**src/hdl/time_word_pkg.sv**
```systemverilog
// Constants and field layout for the time information word decoder
package time_word_pkg;
   localparam int FMT_W = 3;
   localparam int PAY_W = 14;
   localparam logic [2:0] FMT_DATE = 3'h1;
   localparam logic [2:0] FMT_TIME = 3'h2;
   localparam logic [2:0] FMT_SYS = 3'h5;
   localparam int MONTH_LSB = 10;
   localparam int MONTH_W = 4;
   localparam int DAY_LSB = 5;
   localparam int DAY_W = 5;
   localparam int YEAR_LSB = 0;
   localparam int YEAR_W = 5;
   localparam int CSEC_LSB = 11;
   localparam int SEC_W = 3;
   localparam int MIN_LSB = 5;
   localparam int MIN_W = 6;
   localparam int HOUR_LSB = 0;
   localparam int HOUR_W = 5;
   localparam int ASEC_LSB = 11;
   localparam int DST_BIT = 9;
   localparam int ZONE_LSB = 4;
   localparam int ZONE_W = 5;
   localparam int SUB_LSB = 0;
   localparam int SUB_W = 4;
   localparam logic [3:0] SUB_TIME_A = 4'h4;
   localparam logic [3:0] SUB_TIME_B = 4'h5;
   localparam int FINE_W = 6;
   localparam int OFS_W = 11;
   localparam logic [4:0] ZONE_RSVD = 5'h10;
   // APB map, byte addresses
   localparam int ADDR_W = 12;
   localparam logic [11:0] REG_DATE = 12'h000;
   localparam logic [11:0] REG_TIME = 12'h004;
   localparam logic [11:0] REG_ZONE = 12'h008;
   localparam logic [11:0] REG_CTRL = 12'h00C;
   localparam logic [11:0] REG_STAT = 12'h010;
   // Register field positions
   localparam int T_MIN_LSB = 8;
   localparam int T_HOUR_LSB = 16;
   localparam int T_CSEC_LSB = 24;
   localparam int T_ASEC_LSB = 28;
   localparam int Z_STD_BIT = 8;
   localparam int Z_RSVD_BIT = 9;
   localparam int Z_OFS_LSB = 16;
   localparam int CTRL_EN_BIT = 0;
   localparam logic CTRL_EN_RST = 1'b1;
   localparam int STAT_DATE_BIT = 0;
   localparam int STAT_TIME_BIT = 1;
   localparam int STAT_ZONE_BIT = 2;
   localparam int STAT_REF_BIT = 3;
   localparam int STAT_CNT_LSB = 8;
   localparam int CNT_W = 8;
endpackage

```
**src/hdl/seconds_refiner.sv**
```systemverilog
// Combines coarse and accurate seconds into whole seconds
`timescale 1ns/100ps
module seconds_refiner import time_word_pkg::*; (
   input wire logic [SEC_W-1:0] coarse_sec,
   input wire logic [SEC_W-1:0] accurate_sec,
   output logic [FINE_W-1:0] fine_sec
);
   localparam logic [9:0] SEC_PER_16 = 10'h00F;
   logic [5:0] sixty_fourths;
   logic [9:0] scaled;
   // Coarse eighths are eight 1/64 steps, so the sum is a plain concatenation
   assign sixty_fourths = {coarse_sec, accurate_sec};
   // 60/64 equals 15/16; truncation keeps the result within one second
   assign scaled = {4'h0, sixty_fourths} * SEC_PER_16;
   assign fine_sec = scaled[9:4];
endmodule

```
**src/hdl/time_word_decoder.sv**
```systemverilog
// Time information word decoder with APB status and control registers
//
// Decided for this implementation: the APB interface to the registers and the register addresses.
`timescale 1ns/100ps
module time_word_decoder import time_word_pkg::*; (
   input wire logic core_clk,
   input wire logic rst_n,
   input wire logic [ADDR_W-1:0] paddr,
   input wire logic psel,
   input wire logic penable,
   input wire logic pwrite,
   input wire logic [31:0] pwdata,
   output logic [31:0] prdata_q,
   output logic pready_q,
   output logic pslverr_q,
   input wire logic word_valid,
   input wire logic [FMT_W-1:0] info_word_format_code,
   input wire logic [PAY_W-1:0] info_word_payload,
   input wire logic ref_frame,
   output logic [MONTH_W-1:0] month_q,
   output logic [DAY_W-1:0] day_q,
   output logic [YEAR_W-1:0] year_q,
   output logic [SEC_W-1:0] coarse_sec_q,
   output logic [MIN_W-1:0] minute_q,
   output logic [HOUR_W-1:0] hour_q,
   output logic [SEC_W-1:0] accurate_sec_q,
   output logic [FINE_W-1:0] fine_sec_q,
   output logic standard_time_q,
   output logic [ZONE_W-1:0] zone_code_q,
   output logic signed [OFS_W-1:0] zone_offset_q,
   output logic zone_reserved_q,
   output logic date_valid_q,
   output logic time_valid_q,
   output logic zone_valid_q
);
   logic en_q;
   logic date_seen_q;
   logic time_seen_q;
   logic zone_seen_q;
   logic ref_ok_q;
   logic [CNT_W-1:0] ign_cnt_q;
   logic [CNT_W-1:0] ign_cnt_d;
   logic [SEC_W-1:0] csec_d;
   logic [SEC_W-1:0] asec_d;
   logic [FINE_W-1:0] fine_d;
   logic signed [OFS_W-1:0] ofs_d;
   logic rsvd_d;

   // Word classification; the payload means nothing without its format
   wire take = word_valid & en_q;
   wire is_date = take & (info_word_format_code == FMT_DATE);
   wire is_time = take & (info_word_format_code == FMT_TIME);
   wire is_sys = take & (info_word_format_code == FMT_SYS);
   wire [SUB_W-1:0] subtype = info_word_payload[SUB_LSB +: SUB_W];
   wire sub_ok = (subtype == SUB_TIME_A) | (subtype == SUB_TIME_B);
   wire is_zone = is_sys & sub_ok;
   wire is_ign = is_sys & ~sub_ok;
   wire any_time = is_date | is_time | is_zone;

   wire [SEC_W-1:0] pay_csec = info_word_payload[CSEC_LSB +: SEC_W];
   wire [SEC_W-1:0] pay_asec = info_word_payload[ASEC_LSB +: SEC_W];
   wire [ZONE_W-1:0] pay_zone = info_word_payload[ZONE_LSB +: ZONE_W];

   assign csec_d = is_time ? pay_csec : coarse_sec_q;
   assign asec_d = is_zone ? pay_asec : accurate_sec_q;

   seconds_refiner u_refiner (
      .coarse_sec(csec_d),
      .accurate_sec(asec_d),
      .fine_sec(fine_d)
   );

   zone_offset_map u_zone_map (
      .zone_code(pay_zone),
      .offset_min(ofs_d),
      .reserved(rsvd_d)
   );

   always_ff @(posedge core_clk or negedge rst_n) begin
      if (!rst_n) begin
         month_q <= '0;
         day_q <= '0;
         year_q <= '0;
      end else if (is_date) begin
         month_q <= info_word_payload[MONTH_LSB +: MONTH_W];
         day_q <= info_word_payload[DAY_LSB +: DAY_W];
         year_q <= info_word_payload[YEAR_LSB +: YEAR_W];
      end
   end

   always_ff @(posedge core_clk or negedge rst_n) begin
      if (!rst_n) begin
         minute_q <= '0;
         hour_q <= '0;
      end else if (is_time) begin
         minute_q <= info_word_payload[MIN_LSB +: MIN_W];
         hour_q <= info_word_payload[HOUR_LSB +: HOUR_W];
      end
   end

   // Fine seconds follow either half, so both sources stay consistent
   always_ff @(posedge core_clk or negedge rst_n) begin
      if (!rst_n) begin
         coarse_sec_q <= '0;
         accurate_sec_q <= '0;
         fine_sec_q <= '0;
      end else begin
         coarse_sec_q <= csec_d;
         accurate_sec_q <= asec_d;
         fine_sec_q <= fine_d;
      end
   end

   always_ff @(posedge core_clk or negedge rst_n) begin
      if (!rst_n) begin
         standard_time_q <= 1'b0;
         zone_code_q <= '0;
         zone_offset_q <= '0;
         zone_reserved_q <= 1'b0;
      end else if (is_zone) begin
         standard_time_q <= info_word_payload[DST_BIT];
         zone_code_q <= pay_zone;
         zone_offset_q <= ofs_d;
         zone_reserved_q <= rsvd_d;
      end
   end

   always_ff @(posedge core_clk or negedge rst_n) begin
      if (!rst_n) begin
         date_valid_q <= 1'b0;
         time_valid_q <= 1'b0;
         zone_valid_q <= 1'b0;
      end else begin
         date_valid_q <= is_date;
         time_valid_q <= is_time;
         zone_valid_q <= is_zone;
      end
   end

   // APB slave: one wait state, so every output leaves a flip-flop
   wire apb_acc = psel & penable;
   wire apb_first = apb_acc & ~pready_q;
   wire apb_wr = apb_acc & pready_q & pwrite;
   wire hit_date = paddr == REG_DATE;
   wire hit_time = paddr == REG_TIME;
   wire hit_zone = paddr == REG_ZONE;
   wire hit_ctrl = paddr == REG_CTRL;
   wire hit_stat = paddr == REG_STAT;
   wire mapped = hit_date | hit_time | hit_zone | hit_ctrl | hit_stat;

   wire [31:0] rd_date = 32'({month_q, day_q, year_q});
   wire [31:0] rd_time = (32'(accurate_sec_q) << T_ASEC_LSB)
                       | (32'(coarse_sec_q) << T_CSEC_LSB)
                       | (32'(hour_q) << T_HOUR_LSB)
                       | (32'(minute_q) << T_MIN_LSB)
                       | 32'(fine_sec_q);
   wire [31:0] rd_zone = (32'({5'h00, zone_offset_q}) << Z_OFS_LSB)
                       | (32'(zone_reserved_q) << Z_RSVD_BIT)
                       | (32'(standard_time_q) << Z_STD_BIT)
                       | 32'(zone_code_q);
   wire [31:0] rd_ctrl = 32'(en_q) << CTRL_EN_BIT;
   wire [31:0] rd_stat = (32'(ign_cnt_q) << STAT_CNT_LSB)
                       | (32'(ref_ok_q) << STAT_REF_BIT)
                       | (32'(zone_seen_q) << STAT_ZONE_BIT)
                       | (32'(time_seen_q) << STAT_TIME_BIT)
                       | (32'(date_seen_q) << STAT_DATE_BIT);
   wire [31:0] rd_mux = hit_date ? rd_date :
                        hit_time ? rd_time :
                        hit_zone ? rd_zone :
                        hit_ctrl ? rd_ctrl :
                        hit_stat ? rd_stat : 32'h0000_0000;

   always_ff @(posedge core_clk or negedge rst_n) begin
      if (!rst_n) begin
         pready_q <= 1'b0;
         pslverr_q <= 1'b0;
         prdata_q <= '0;
      end else begin
         pready_q <= apb_first;
         pslverr_q <= apb_first & ~mapped;
         if (apb_first) begin
            prdata_q <= rd_mux;
         end
      end
   end

   always_ff @(posedge core_clk or negedge rst_n) begin
      if (!rst_n) begin
         en_q <= CTRL_EN_RST;
      end else if (apb_wr & hit_ctrl) begin
         en_q <= pwdata[CTRL_EN_BIT];
      end
   end

   // Sticky status, write one to clear; an event in the clear cycle wins
   wire stat_wr = apb_wr & hit_stat;
   wire clr_date = stat_wr & pwdata[STAT_DATE_BIT];
   wire clr_time = stat_wr & pwdata[STAT_TIME_BIT];
   wire clr_zone = stat_wr & pwdata[STAT_ZONE_BIT];
   wire clr_ref = stat_wr & pwdata[STAT_REF_BIT];
   wire clr_cnt = stat_wr & pwdata[STAT_CNT_LSB];
   wire cnt_full = &ign_cnt_q;
   // Time words inside the reference frame carry the cycle's epoch
   wire ref_hit = any_time & ref_frame;

   assign ign_cnt_d = clr_cnt ? CNT_W'(is_ign) :
                      (is_ign & ~cnt_full) ? ign_cnt_q + CNT_W'(1) : ign_cnt_q;

   always_ff @(posedge core_clk or negedge rst_n) begin
      if (!rst_n) begin
         date_seen_q <= 1'b0;
         time_seen_q <= 1'b0;
         zone_seen_q <= 1'b0;
         ref_ok_q <= 1'b0;
         ign_cnt_q <= '0;
      end else begin
         date_seen_q <= is_date | (date_seen_q & ~clr_date);
         time_seen_q <= is_time | (time_seen_q & ~clr_time);
         zone_seen_q <= is_zone | (zone_seen_q & ~clr_zone);
         ref_ok_q <= ref_hit | (ref_ok_q & ~clr_ref);
         ign_cnt_q <= ign_cnt_d;
      end
   end
endmodule

```
**src/hdl/zone_offset_map.sv**
```systemverilog
// Time zone code to signed offset from GMT in minutes
`timescale 1ns/100ps
module zone_offset_map import time_word_pkg::*; (
   input wire logic [ZONE_W-1:0] zone_code,
   output logic signed [OFS_W-1:0] offset_min,
   output logic reserved
);
   localparam logic [4:0] HOURS_MAX = 5'h0C;
   localparam logic [5:0] CODE_SPAN = 6'h20;
   localparam logic signed [OFS_W-1:0] HOUR = 11'sh03C;
   logic signed [OFS_W-1:0] neg_hours;
   assign neg_hours = OFS_W'(signed'({1'b0, CODE_SPAN - {1'b0, zone_code}}));
   always_comb begin
      reserved = 1'b0;
      offset_min = '0;
      if (zone_code <= HOURS_MAX) begin
         offset_min = OFS_W'(signed'({6'h00, zone_code}) * HOUR);
      end else begin
         case (zone_code)
            5'h0D: offset_min = 11'sh0D2;
            5'h0E: offset_min = 11'sh10E;
            5'h0F: offset_min = 11'sh14A;
            ZONE_RSVD: reserved = 1'b1;
            5'h11: offset_min = 11'sh159;
            5'h12: offset_min = 11'sh186;
            5'h13: offset_min = 11'sh23A;
            5'h14: offset_min = -11'sh0D2;
            default: offset_min = OFS_W'(-(neg_hours * HOUR));
         endcase
      end
   end
endmodule
```
**config.mk**
```make
export PLATFORM = sky130hd
export DESIGN_NAME = time_word_decoder
export DESIGN_NICKNAME = d
export VERILOG_FILES = /design/src/hdl/time_word_pkg.sv /design/src/hdl/seconds_refiner.sv /design/src/hdl/time_word_decoder.sv /design/src/hdl/zone_offset_map.sv
export SDC_FILE = /design/constraint.sdc
export NUM_CORES = 1
export LEC_CHECK = 0
export BUFFER_PORTS_ARGS = -buffer_cell sky130_fd_sc_hd__buf_2
export CAP_MARGIN = 40
export CORE_MARGIN = 4
export CORE_UTILIZATION = 54
export DETAILED_ROUTE_END_ITERATION = 6
export GPL_TIMING_DRIVEN = 0
export PLACE_DENSITY = 0.87
export SLEW_MARGIN = 20
export SYNTH_ARGS = -nofsm -noshare
export SYNTH_HDL_FRONTEND = slang
export SYNTH_SLANG_ARGS = --single-unit
```
**constraint.sdc**
```tcl
create_clock -name core_clk -period 6.4 [get_ports core_clk]
set_clock_uncertainty 0.15 [all_clocks]
set_input_delay 0.64 -clock core_clk [delete_from_list [all_inputs] [get_ports core_clk]]
set_output_delay 0.64 -clock core_clk [all_outputs]
set_load 0.02 [all_outputs]
```
==> results.json, run 1 <==
{
  "worst-endpoint-arrival_ns": 5.60,
  "io_pins": 160,
  "grt_pass1_wl_mm": 26.8,
  "p_int_mw": 1.12,
  "async_reset_ff_share_pct": 100,
  "rows": 39,
  "grt_pass1_vias": 5195,
  "postRouteAntennaNets": 0,
  "avgSynthCellArea_um2": 10.1,
  "cts.sinks": 103,
  "start_util_pct": 55.1,
  "synthCells": 623,
  "path_clk_slew_ns": 0.07,
  "cts_root_buf": "clkbuf_16",
  "area_growth_pct": 18.7,
  "via_count": 5376,
  "pwr-share-comb_pct": 24.7,
  "swShare_pct": 29.5,
  "hold_buffers": 0,
  "endpoint_kind": "flip-flop",
  "grt_util_all_layers_pct": 25.8,
  "synth_top_area_cell": "dfrtp_1",
  "antenna_found_initial": 0,
  "ys_seq_elements": 103,
  "setup_tns_ns": 0,
  "max-clock-path-buffers": 2,
  "diodes": 0,
  "grt_overflow": 0,
  "core_um2": 11400,
  "cts_inserted_buffers": 9,
  "synth.area.top_cells": "dfrtp_1, ha_1, nand2_1",
  "ff2ff_path_depth": 15,
  "slew_headroom_pct": 44.2,
  "status": "complete, no violations",
  "synth_ff_type": "dfrtp_1",
  "fmax_mhz": 181,
  "post-cts-setup-buffers": 0,
  "setup_viol": 0,
  "port_buffers": 130,
  "yosysSeqAreaShare_pct": 41.2,
  "die_w_um": 116,
  "drive_above_1_share_pct": 25.9,
  "die_h_um": 116,
  "cts_tree": "built",
  "switchingPower_mw": 0.470,
  "finalNetCount": 904,
  "seq_power_share_pct": 41.0,
  "viasPerCell": 5.88,
  "htree_levels": 3,
  "yosysWarnings": 0,
  "grt_max_degree": 65,
  "place.gp.congestion": 0.925,
  "maxCapViolCount": 0,
  "irDropWorstVdd_uv": 132,
  "finalCritPeriodShare_pct": 86.4,
  "synth-edff-count": 0,
  "dp.final_hpwl_mm": 13.0,
  "rsz0062_at_grt": "no",
  "start_kind": "flip-flop",
  "first_iter_violations": 715,
  "cp.required_ns": 6.47,
  "synth_area_um2": 6270,
  "drv_slew": 0,
  "clk-insertion-delay-late_ns": 0.34,
  "hp-class": "input port to async pin",
  "hold_viol": 0,
  "powerDensity_nw_per_um2": 214,
  "worstSetupPathType": "flip-flop to flip-flop",
  "die_area_um2": 13400,
  "wl_per_cell_um": 18.5,
  "leakage_nw": 4.05,
  "worstMarginPinSlew_ns": 0.830,
  "fin_crit_ns": 5.53,
  "wl_mm": 16.9,
  "drc": 0,
  "ys_types": 59,
  "cts_resized": 0,
  "synth_top_area_share_pct": 40.7,
  "whs_ns": 0.0499,
  "dr.pass1.iters": 5,
  "worstPathMaxFanout": 10,
  "power.share.clock_pct": 34.2
}
[worst max-delay path, stage by stage (launching register included)]
cell and delay, ns:
dfstp_2 0.56, nand2_1 0.11, nor4b_4 0.71, clkbuf_1 0.64, mux2i_1 0.53, inv_1 0.27, fa_1 0.58, inv_1 0.05
fa_1 0.51, inv_1 0.04, ha_1 0.31, a21oi_1 0.22, o21bai_1 0.12, a21oi_1 0.29, o21ai_0 0.16, xor2_1 0.16
[power groups by stage]
| stage | Clock [mW] | Combinational, mW | Sequential (mW) |
|---|---|---|---|
| after detailed placement | 0 | 0.391 | 0.667 |
| after floorplan | 0 | 0.285 | 0.670 |
| after CTS | 0.545 | 0.393 | 0.655 |
| after global placement | 0 | 0.382 | 0.667 |
| final | 0.546 | 0.395 | 0.655 |
| after global routing | 0.573 | 0.446 | 0.655 |
[Yosys cell counts, types with 2 or more instances]
library cell,number
a21o_1,5
fa_1,19
nor2_1,27
dfrtp_1,102
and2_1,6
nand3_1,14
a31oi_1,6
o211ai_1,2
o41ai_1,2
a22oi_1,8
buf_6,2
a222oi_1,10
nor3_1,9
nor4_1,3
nor4_2,2
nand2b_1,3
mux2i_1,5
o21bai_1,4
nor2b_1,6
nor3b_1,2
or2_2,5
nand4_1,6
a21oi_1,19
xor2_1,11
nand2_1,107
o21ba_2,2
buf_2,3
xnor2_1,19
buf_4,2
nor3b_2,2
a22o_1,10
buf_1,2
o31ai_1,2
and4_1,2
inv_1,42
clkbuf_1,17
mux2_2,30
ha_1,50
a211oi_1,2
o21ai_0,34
[final cells by class]
| class | count | area (µm²) |
|---|---|---|
| Fill cell | 896 | 3930 |
| Multi-Input combinational cell | 453 | 3420 |
| Sequential cell | 103 | 2580 |
| Timing Repair Buffer | 132 | 689 |
| Clock buffer | 11 | 233 |
| Tap cell | 143 | 179 |
| Inverter | 42 | 158 |
| Buffer | 26 | 124 |
| Clock inverter | 5 | 58.8 |
[path summary, 6_finish.rpt]
| check | slack, ns | end | startpoint |
|---|---|---|---|
| worst max-delay path | 0.87 | fine_sec_q[5] | en_q |
| worst max register to register | 0.87 | fine_sec_q[5] | en_q |
| worst min register to register | 0.32 | prdata_q[15] | prdata_q[15] |
| max in group asynchronous | 5.41 | en_q | rst_n |
| min in group core_clk | 0.32 | prdata_q[15] | prdata_q[15] |
| worst min-delay path | 0.05 | pready_q | rst_n |
[sequential cells by signal (all words and copies together) (netlist names), 5 cells and up]
register / cells
minute_q: 6
day_q: 5
prdata_q: 30
zone_offset_q: 11
fine_sec_q: 6
ign_cnt_q: 8
hour_q: 5
zone_code_q: 5
year_q: 5
[routing by layer]
layer  share of wire, %  GRT usage (%)
met5                  0              0
met4                2.1           7.27
met3                7.8           4.49
met2                 48           41.8
met1                 42           36.1
[layout by cell type (no fill, tap or decap), drive strengths merged, types with 3 or more instances in the layout]
| cell | instances |
|---|---|
| or2 | 5 |
| a22o | 10 |
| xnor2 | 19 |
| fa | 19 |
| nor2 | 27 |
| dfrtp | 102 |
| a222oi | 10 |
| a22oi | 8 |
| a31oi | 6 |
| clkbuf | 28 |
| inv | 43 |
| nor3b | 4 |
| nand3 | 14 |
| a21o | 5 |
| xor2 | 11 |
| a21oi | 19 |
| nor3 | 9 |
| nand2 | 107 |
| o21bai | 4 |
| mux2i | 5 |
| nand2b | 3 |
| ha | 50 |
| and2 | 7 |
| mux2 | 30 |
| nand4 | 6 |
| nor4 | 5 |
| o21ai | 35 |
| nor2b | 6 |
| buf | 141 |
[cell families (layout without fill, tap and decap cells)]
| group | Yosys count | in the layout | synth area share (%) |
|---|---|---|---|
| other cells | 1 | 2 | 0.0598 |
| compound gates | 117 | 117 | 12.8 |
| fa+ha+maj | 69 | 69 | 16.1 |
| buf+inv | 68 | 216 | 4.49 |
| mux | 35 | 35 | 6.19 |
| flops | 103 | 103 | 41.2 |
| simple gates | 200 | 200 | 15.0 |
| xor+xnor | 30 | 30 | 4.19 |
[metrics by stage]
stage	instance area, µm²	setup slack (ns)	power [mW]	util [%]	std cells
after floorplan	6270	1.58	0.956	-	624
after global placement	7100	0.581	1.05	62.4	897
after detailed placement	7140	0.761	1.06	62.8	898
after CTS	7430	0.886	1.59	65.4	914
after global routing	7440	0.516	1.67	65.4	915
final	7440	0.873	1.60	65.4	915
(Power assumes the default switching activity.)
==> run 2: changes to the inputs <==
--- a/config.mk
+++ b/config.mk
@@ -8,10 +8,10 @@
 export BUFFER_PORTS_ARGS = -buffer_cell sky130_fd_sc_hd__buf_2
 export CAP_MARGIN = 40
 export CORE_MARGIN = 4
-export CORE_UTILIZATION = 54
+export CORE_UTILIZATION = 49
 export DETAILED_ROUTE_END_ITERATION = 6
 export GPL_TIMING_DRIVEN = 0
-export PLACE_DENSITY = 0.87
+export PLACE_DENSITY = 0.84
 export SLEW_MARGIN = 20
 export SYNTH_ARGS = -nofsm -noshare
 export SYNTH_HDL_FRONTEND = slang
==> constraint.sdc (replaced) <==
create_clock -name core_clk -period 4.88 [get_ports core_clk]
set_clock_uncertainty 0.15 [all_clocks]
set_input_delay 0.488 -clock core_clk [delete_from_list [all_inputs] [get_ports core_clk]]
set_output_delay 0.488 -clock core_clk [all_outputs]
set_load 0.02 [all_outputs]
==> run 2 against run 1 <==
Against the previous run:
- register-to-register slack got worse by 0.63 ns
- sequential share of layout area fell by 0.24 points
- clock-buffer cell count fell by 2
- power rose by 31%
- non-clock buffer count fell by 1
- combinational power rose by 34%
- critical path type unchanged
- highest routed layer unchanged
==> results.json, run 2 (synthesis results as in run 1) <==
{
  "dp.final_hpwl_mm": 13.4,
  "antenna_found_initial": 0,
  "switchingPower_mw": 0.659,
  "r2r_slack_ns": 0.25,
  "area_growth_pct": 19.5,
  "dpl_cell_area_um2": 7180,
  "irDropWorstVdd_uv": 233,
  "num-fill-cells": 1036,
  "maxCapViolCount": 0,
  "cts_tree": "built",
  "endpoint_kind": "flip-flop",
  "final_util_pct": 59.6,
  "powerDensity_nw_per_um2": 280,
  "clk-insertion-delay-late_ns": 0.35,
  "htree_levels": 3,
  "largest_reg_flops": 30,
  "grt_pass1_vias": 5218,
  "whs_ns": 0.238,
  "postRouteAntennaNets": 0,
  "largestRegisters": "prdata_q: 30 flops, zone_offset_q: 11 flops, ign_cnt_q: 8 flops",
  "worstPathMaxFanout": 16,
  "finalNetCount": 903,
  "swShare_pct": 31.4,
  "multi_input_area_um2": 3430,
  "place.gp.congestion": 0.910,
  "grt_util_all_layers_pct": 23.9,
  "pre_cts_ws_ns": -0.501,
  "cts_root_buf": "clkbuf_16",
  "io_pins": 160,
  "regMostFlops": "prdata_q",
  "cts_inserted_buffers": 9,
  "setup_viol": 0,
  "wl_per_cell_um": 18.5,
  "die_h_um": 121,
  "worstSetupPathType": "flip-flop to flip-flop",
  "max-clock-path-buffers": 2,
  "grt_overflow": 0,
  "drv_slew": 0,
  "fmax_mhz": 216,
  "viasPerCell": 5.67,
  "cp.required_ns": 4.96,
  "port_buffers": 130,
  "pwr-share-comb_pct": 25.3,
  "worst_slack_ns": 0.247,
  "rows": 41,
  "setup_tns_ns": 0,
  "finalCritPeriodShare_pct": 94.9,
  "dr.pass1.iters": 5,
  "layout_common_cells": "buf_2, nand2_1, dfrtp_1, ha_1, inv_1",
  "worst-endpoint-arrival_ns": 4.71,
  "fin_crit_ns": 4.63,
  "hp-class": "input port to flip-flop",
  "seq_power_share_pct": 40.9,
  "grt_pass1_wl_mm": 27.4,
  "diodes": 0,
  "die_area_um2": 14700,
  "final_common_cell": "buf_2",
  "p_int_mw": 1.44,
  "core_um2": 12600,
  "power.share.clock_pct": 33.8,
  "wl_mm": 17.5,
  "start_kind": "flip-flop",
  "finalPower_mw": 2.10,
  "seqCellArea_um2": 2580,
  "hold_viol": 0,
  "status": "complete, no violations",
  "path_clk_slew_ns": 0.08,
  "slew_headroom_pct": 43.9,
  "first_iter_violations": 519,
  "layoutNonFillerInstCount": 943,
  "dp_cells": 928,
  "die_w_um": 121,
  "drive_above_1_share_pct": 27.0,
  "cts.sinks": 103,
  "worstMarginPinSlew_ns": 0.833,
  "grt_max_degree": 85,
  "start_util_pct": 49.9,
  "leakage_nw": 4.05,
  "drc": 0,
  "finish.instance_area_um2": 7490,
  "via_count": 5350
}
-- run 2: area by class of cell --
cell class | count | area share, %
Inverter | 42 | 2.15
Clock buffer | 9 | 3.01
Multi-Input combinational cell | 453 | 45.7
Clock inverter | 7 | 0.835
Tap cell | 172 | 2.87
Sequential cell | 103 | 34.4
Timing Repair Buffer | 134 | 9.44
Buffer | 23 | 1.52
-- run 2: path summary, 6_finish.rpt --
path | start | endpoint | cells past startpoint
setup / recovery | en_q | fine_sec_q[5] | 15
hold / removal | info_word_payload[9] | standard_time_q | 3
setup reg to reg | en_q | fine_sec_q[5] | 15
hold reg to reg | prdata_q[7] | prdata_q[7] | 2
max in group asynchronous | rst_n | ign_cnt_q[3] | 3
min in group asynchronous | rst_n | pready_q | 2
-- run 2: metal layers --
layer  up-vias  share of wire (%)  GRT usage [%]
met5         -                  0              0
met4         0                2.9           8.29
met3        41                8.2           4.62
met2       263                 48           39.5
met1      2603                 41           31.6
li1       2443                  -              -
-- run 2: power by group through the flow --
stage	sequential [mW]	clock [mW]	combinational, mW
2_1_floorplan	0.879	0	0.374
3_3_place_gp	0.875	0	0.500
3_5_place_dp	0.875	0	0.520
4_1_cts	0.858	0.710	0.523
5_1_grt	0.859	0.748	0.594
6_report	0.858	0.709	0.530
-- run 2: what timing repair did --
item,CTS,global route
buffers inserted,0,0
hold endpoints to repair,18,0
setup endpoints to repair,4,4
gates resized for setup,0,6
hold buffers,1,0
-- run 2: critical path: stages, from the launching register on --
cell and delay (ns):
dfstp_2 0.56, nand2_1 0.10, nor4b_2 0.29, buf_4 0.34
mux2i_2 0.39, inv_1 0.21, fa_1 0.57, inv_1 0.05
fa_1 0.49, inv_1 0.04, ha_1 0.32, a21oi_1 0.26
o21bai_1 0.13, a21oi_1 0.28, o21ai_0 0.16, xor2_1 0.16
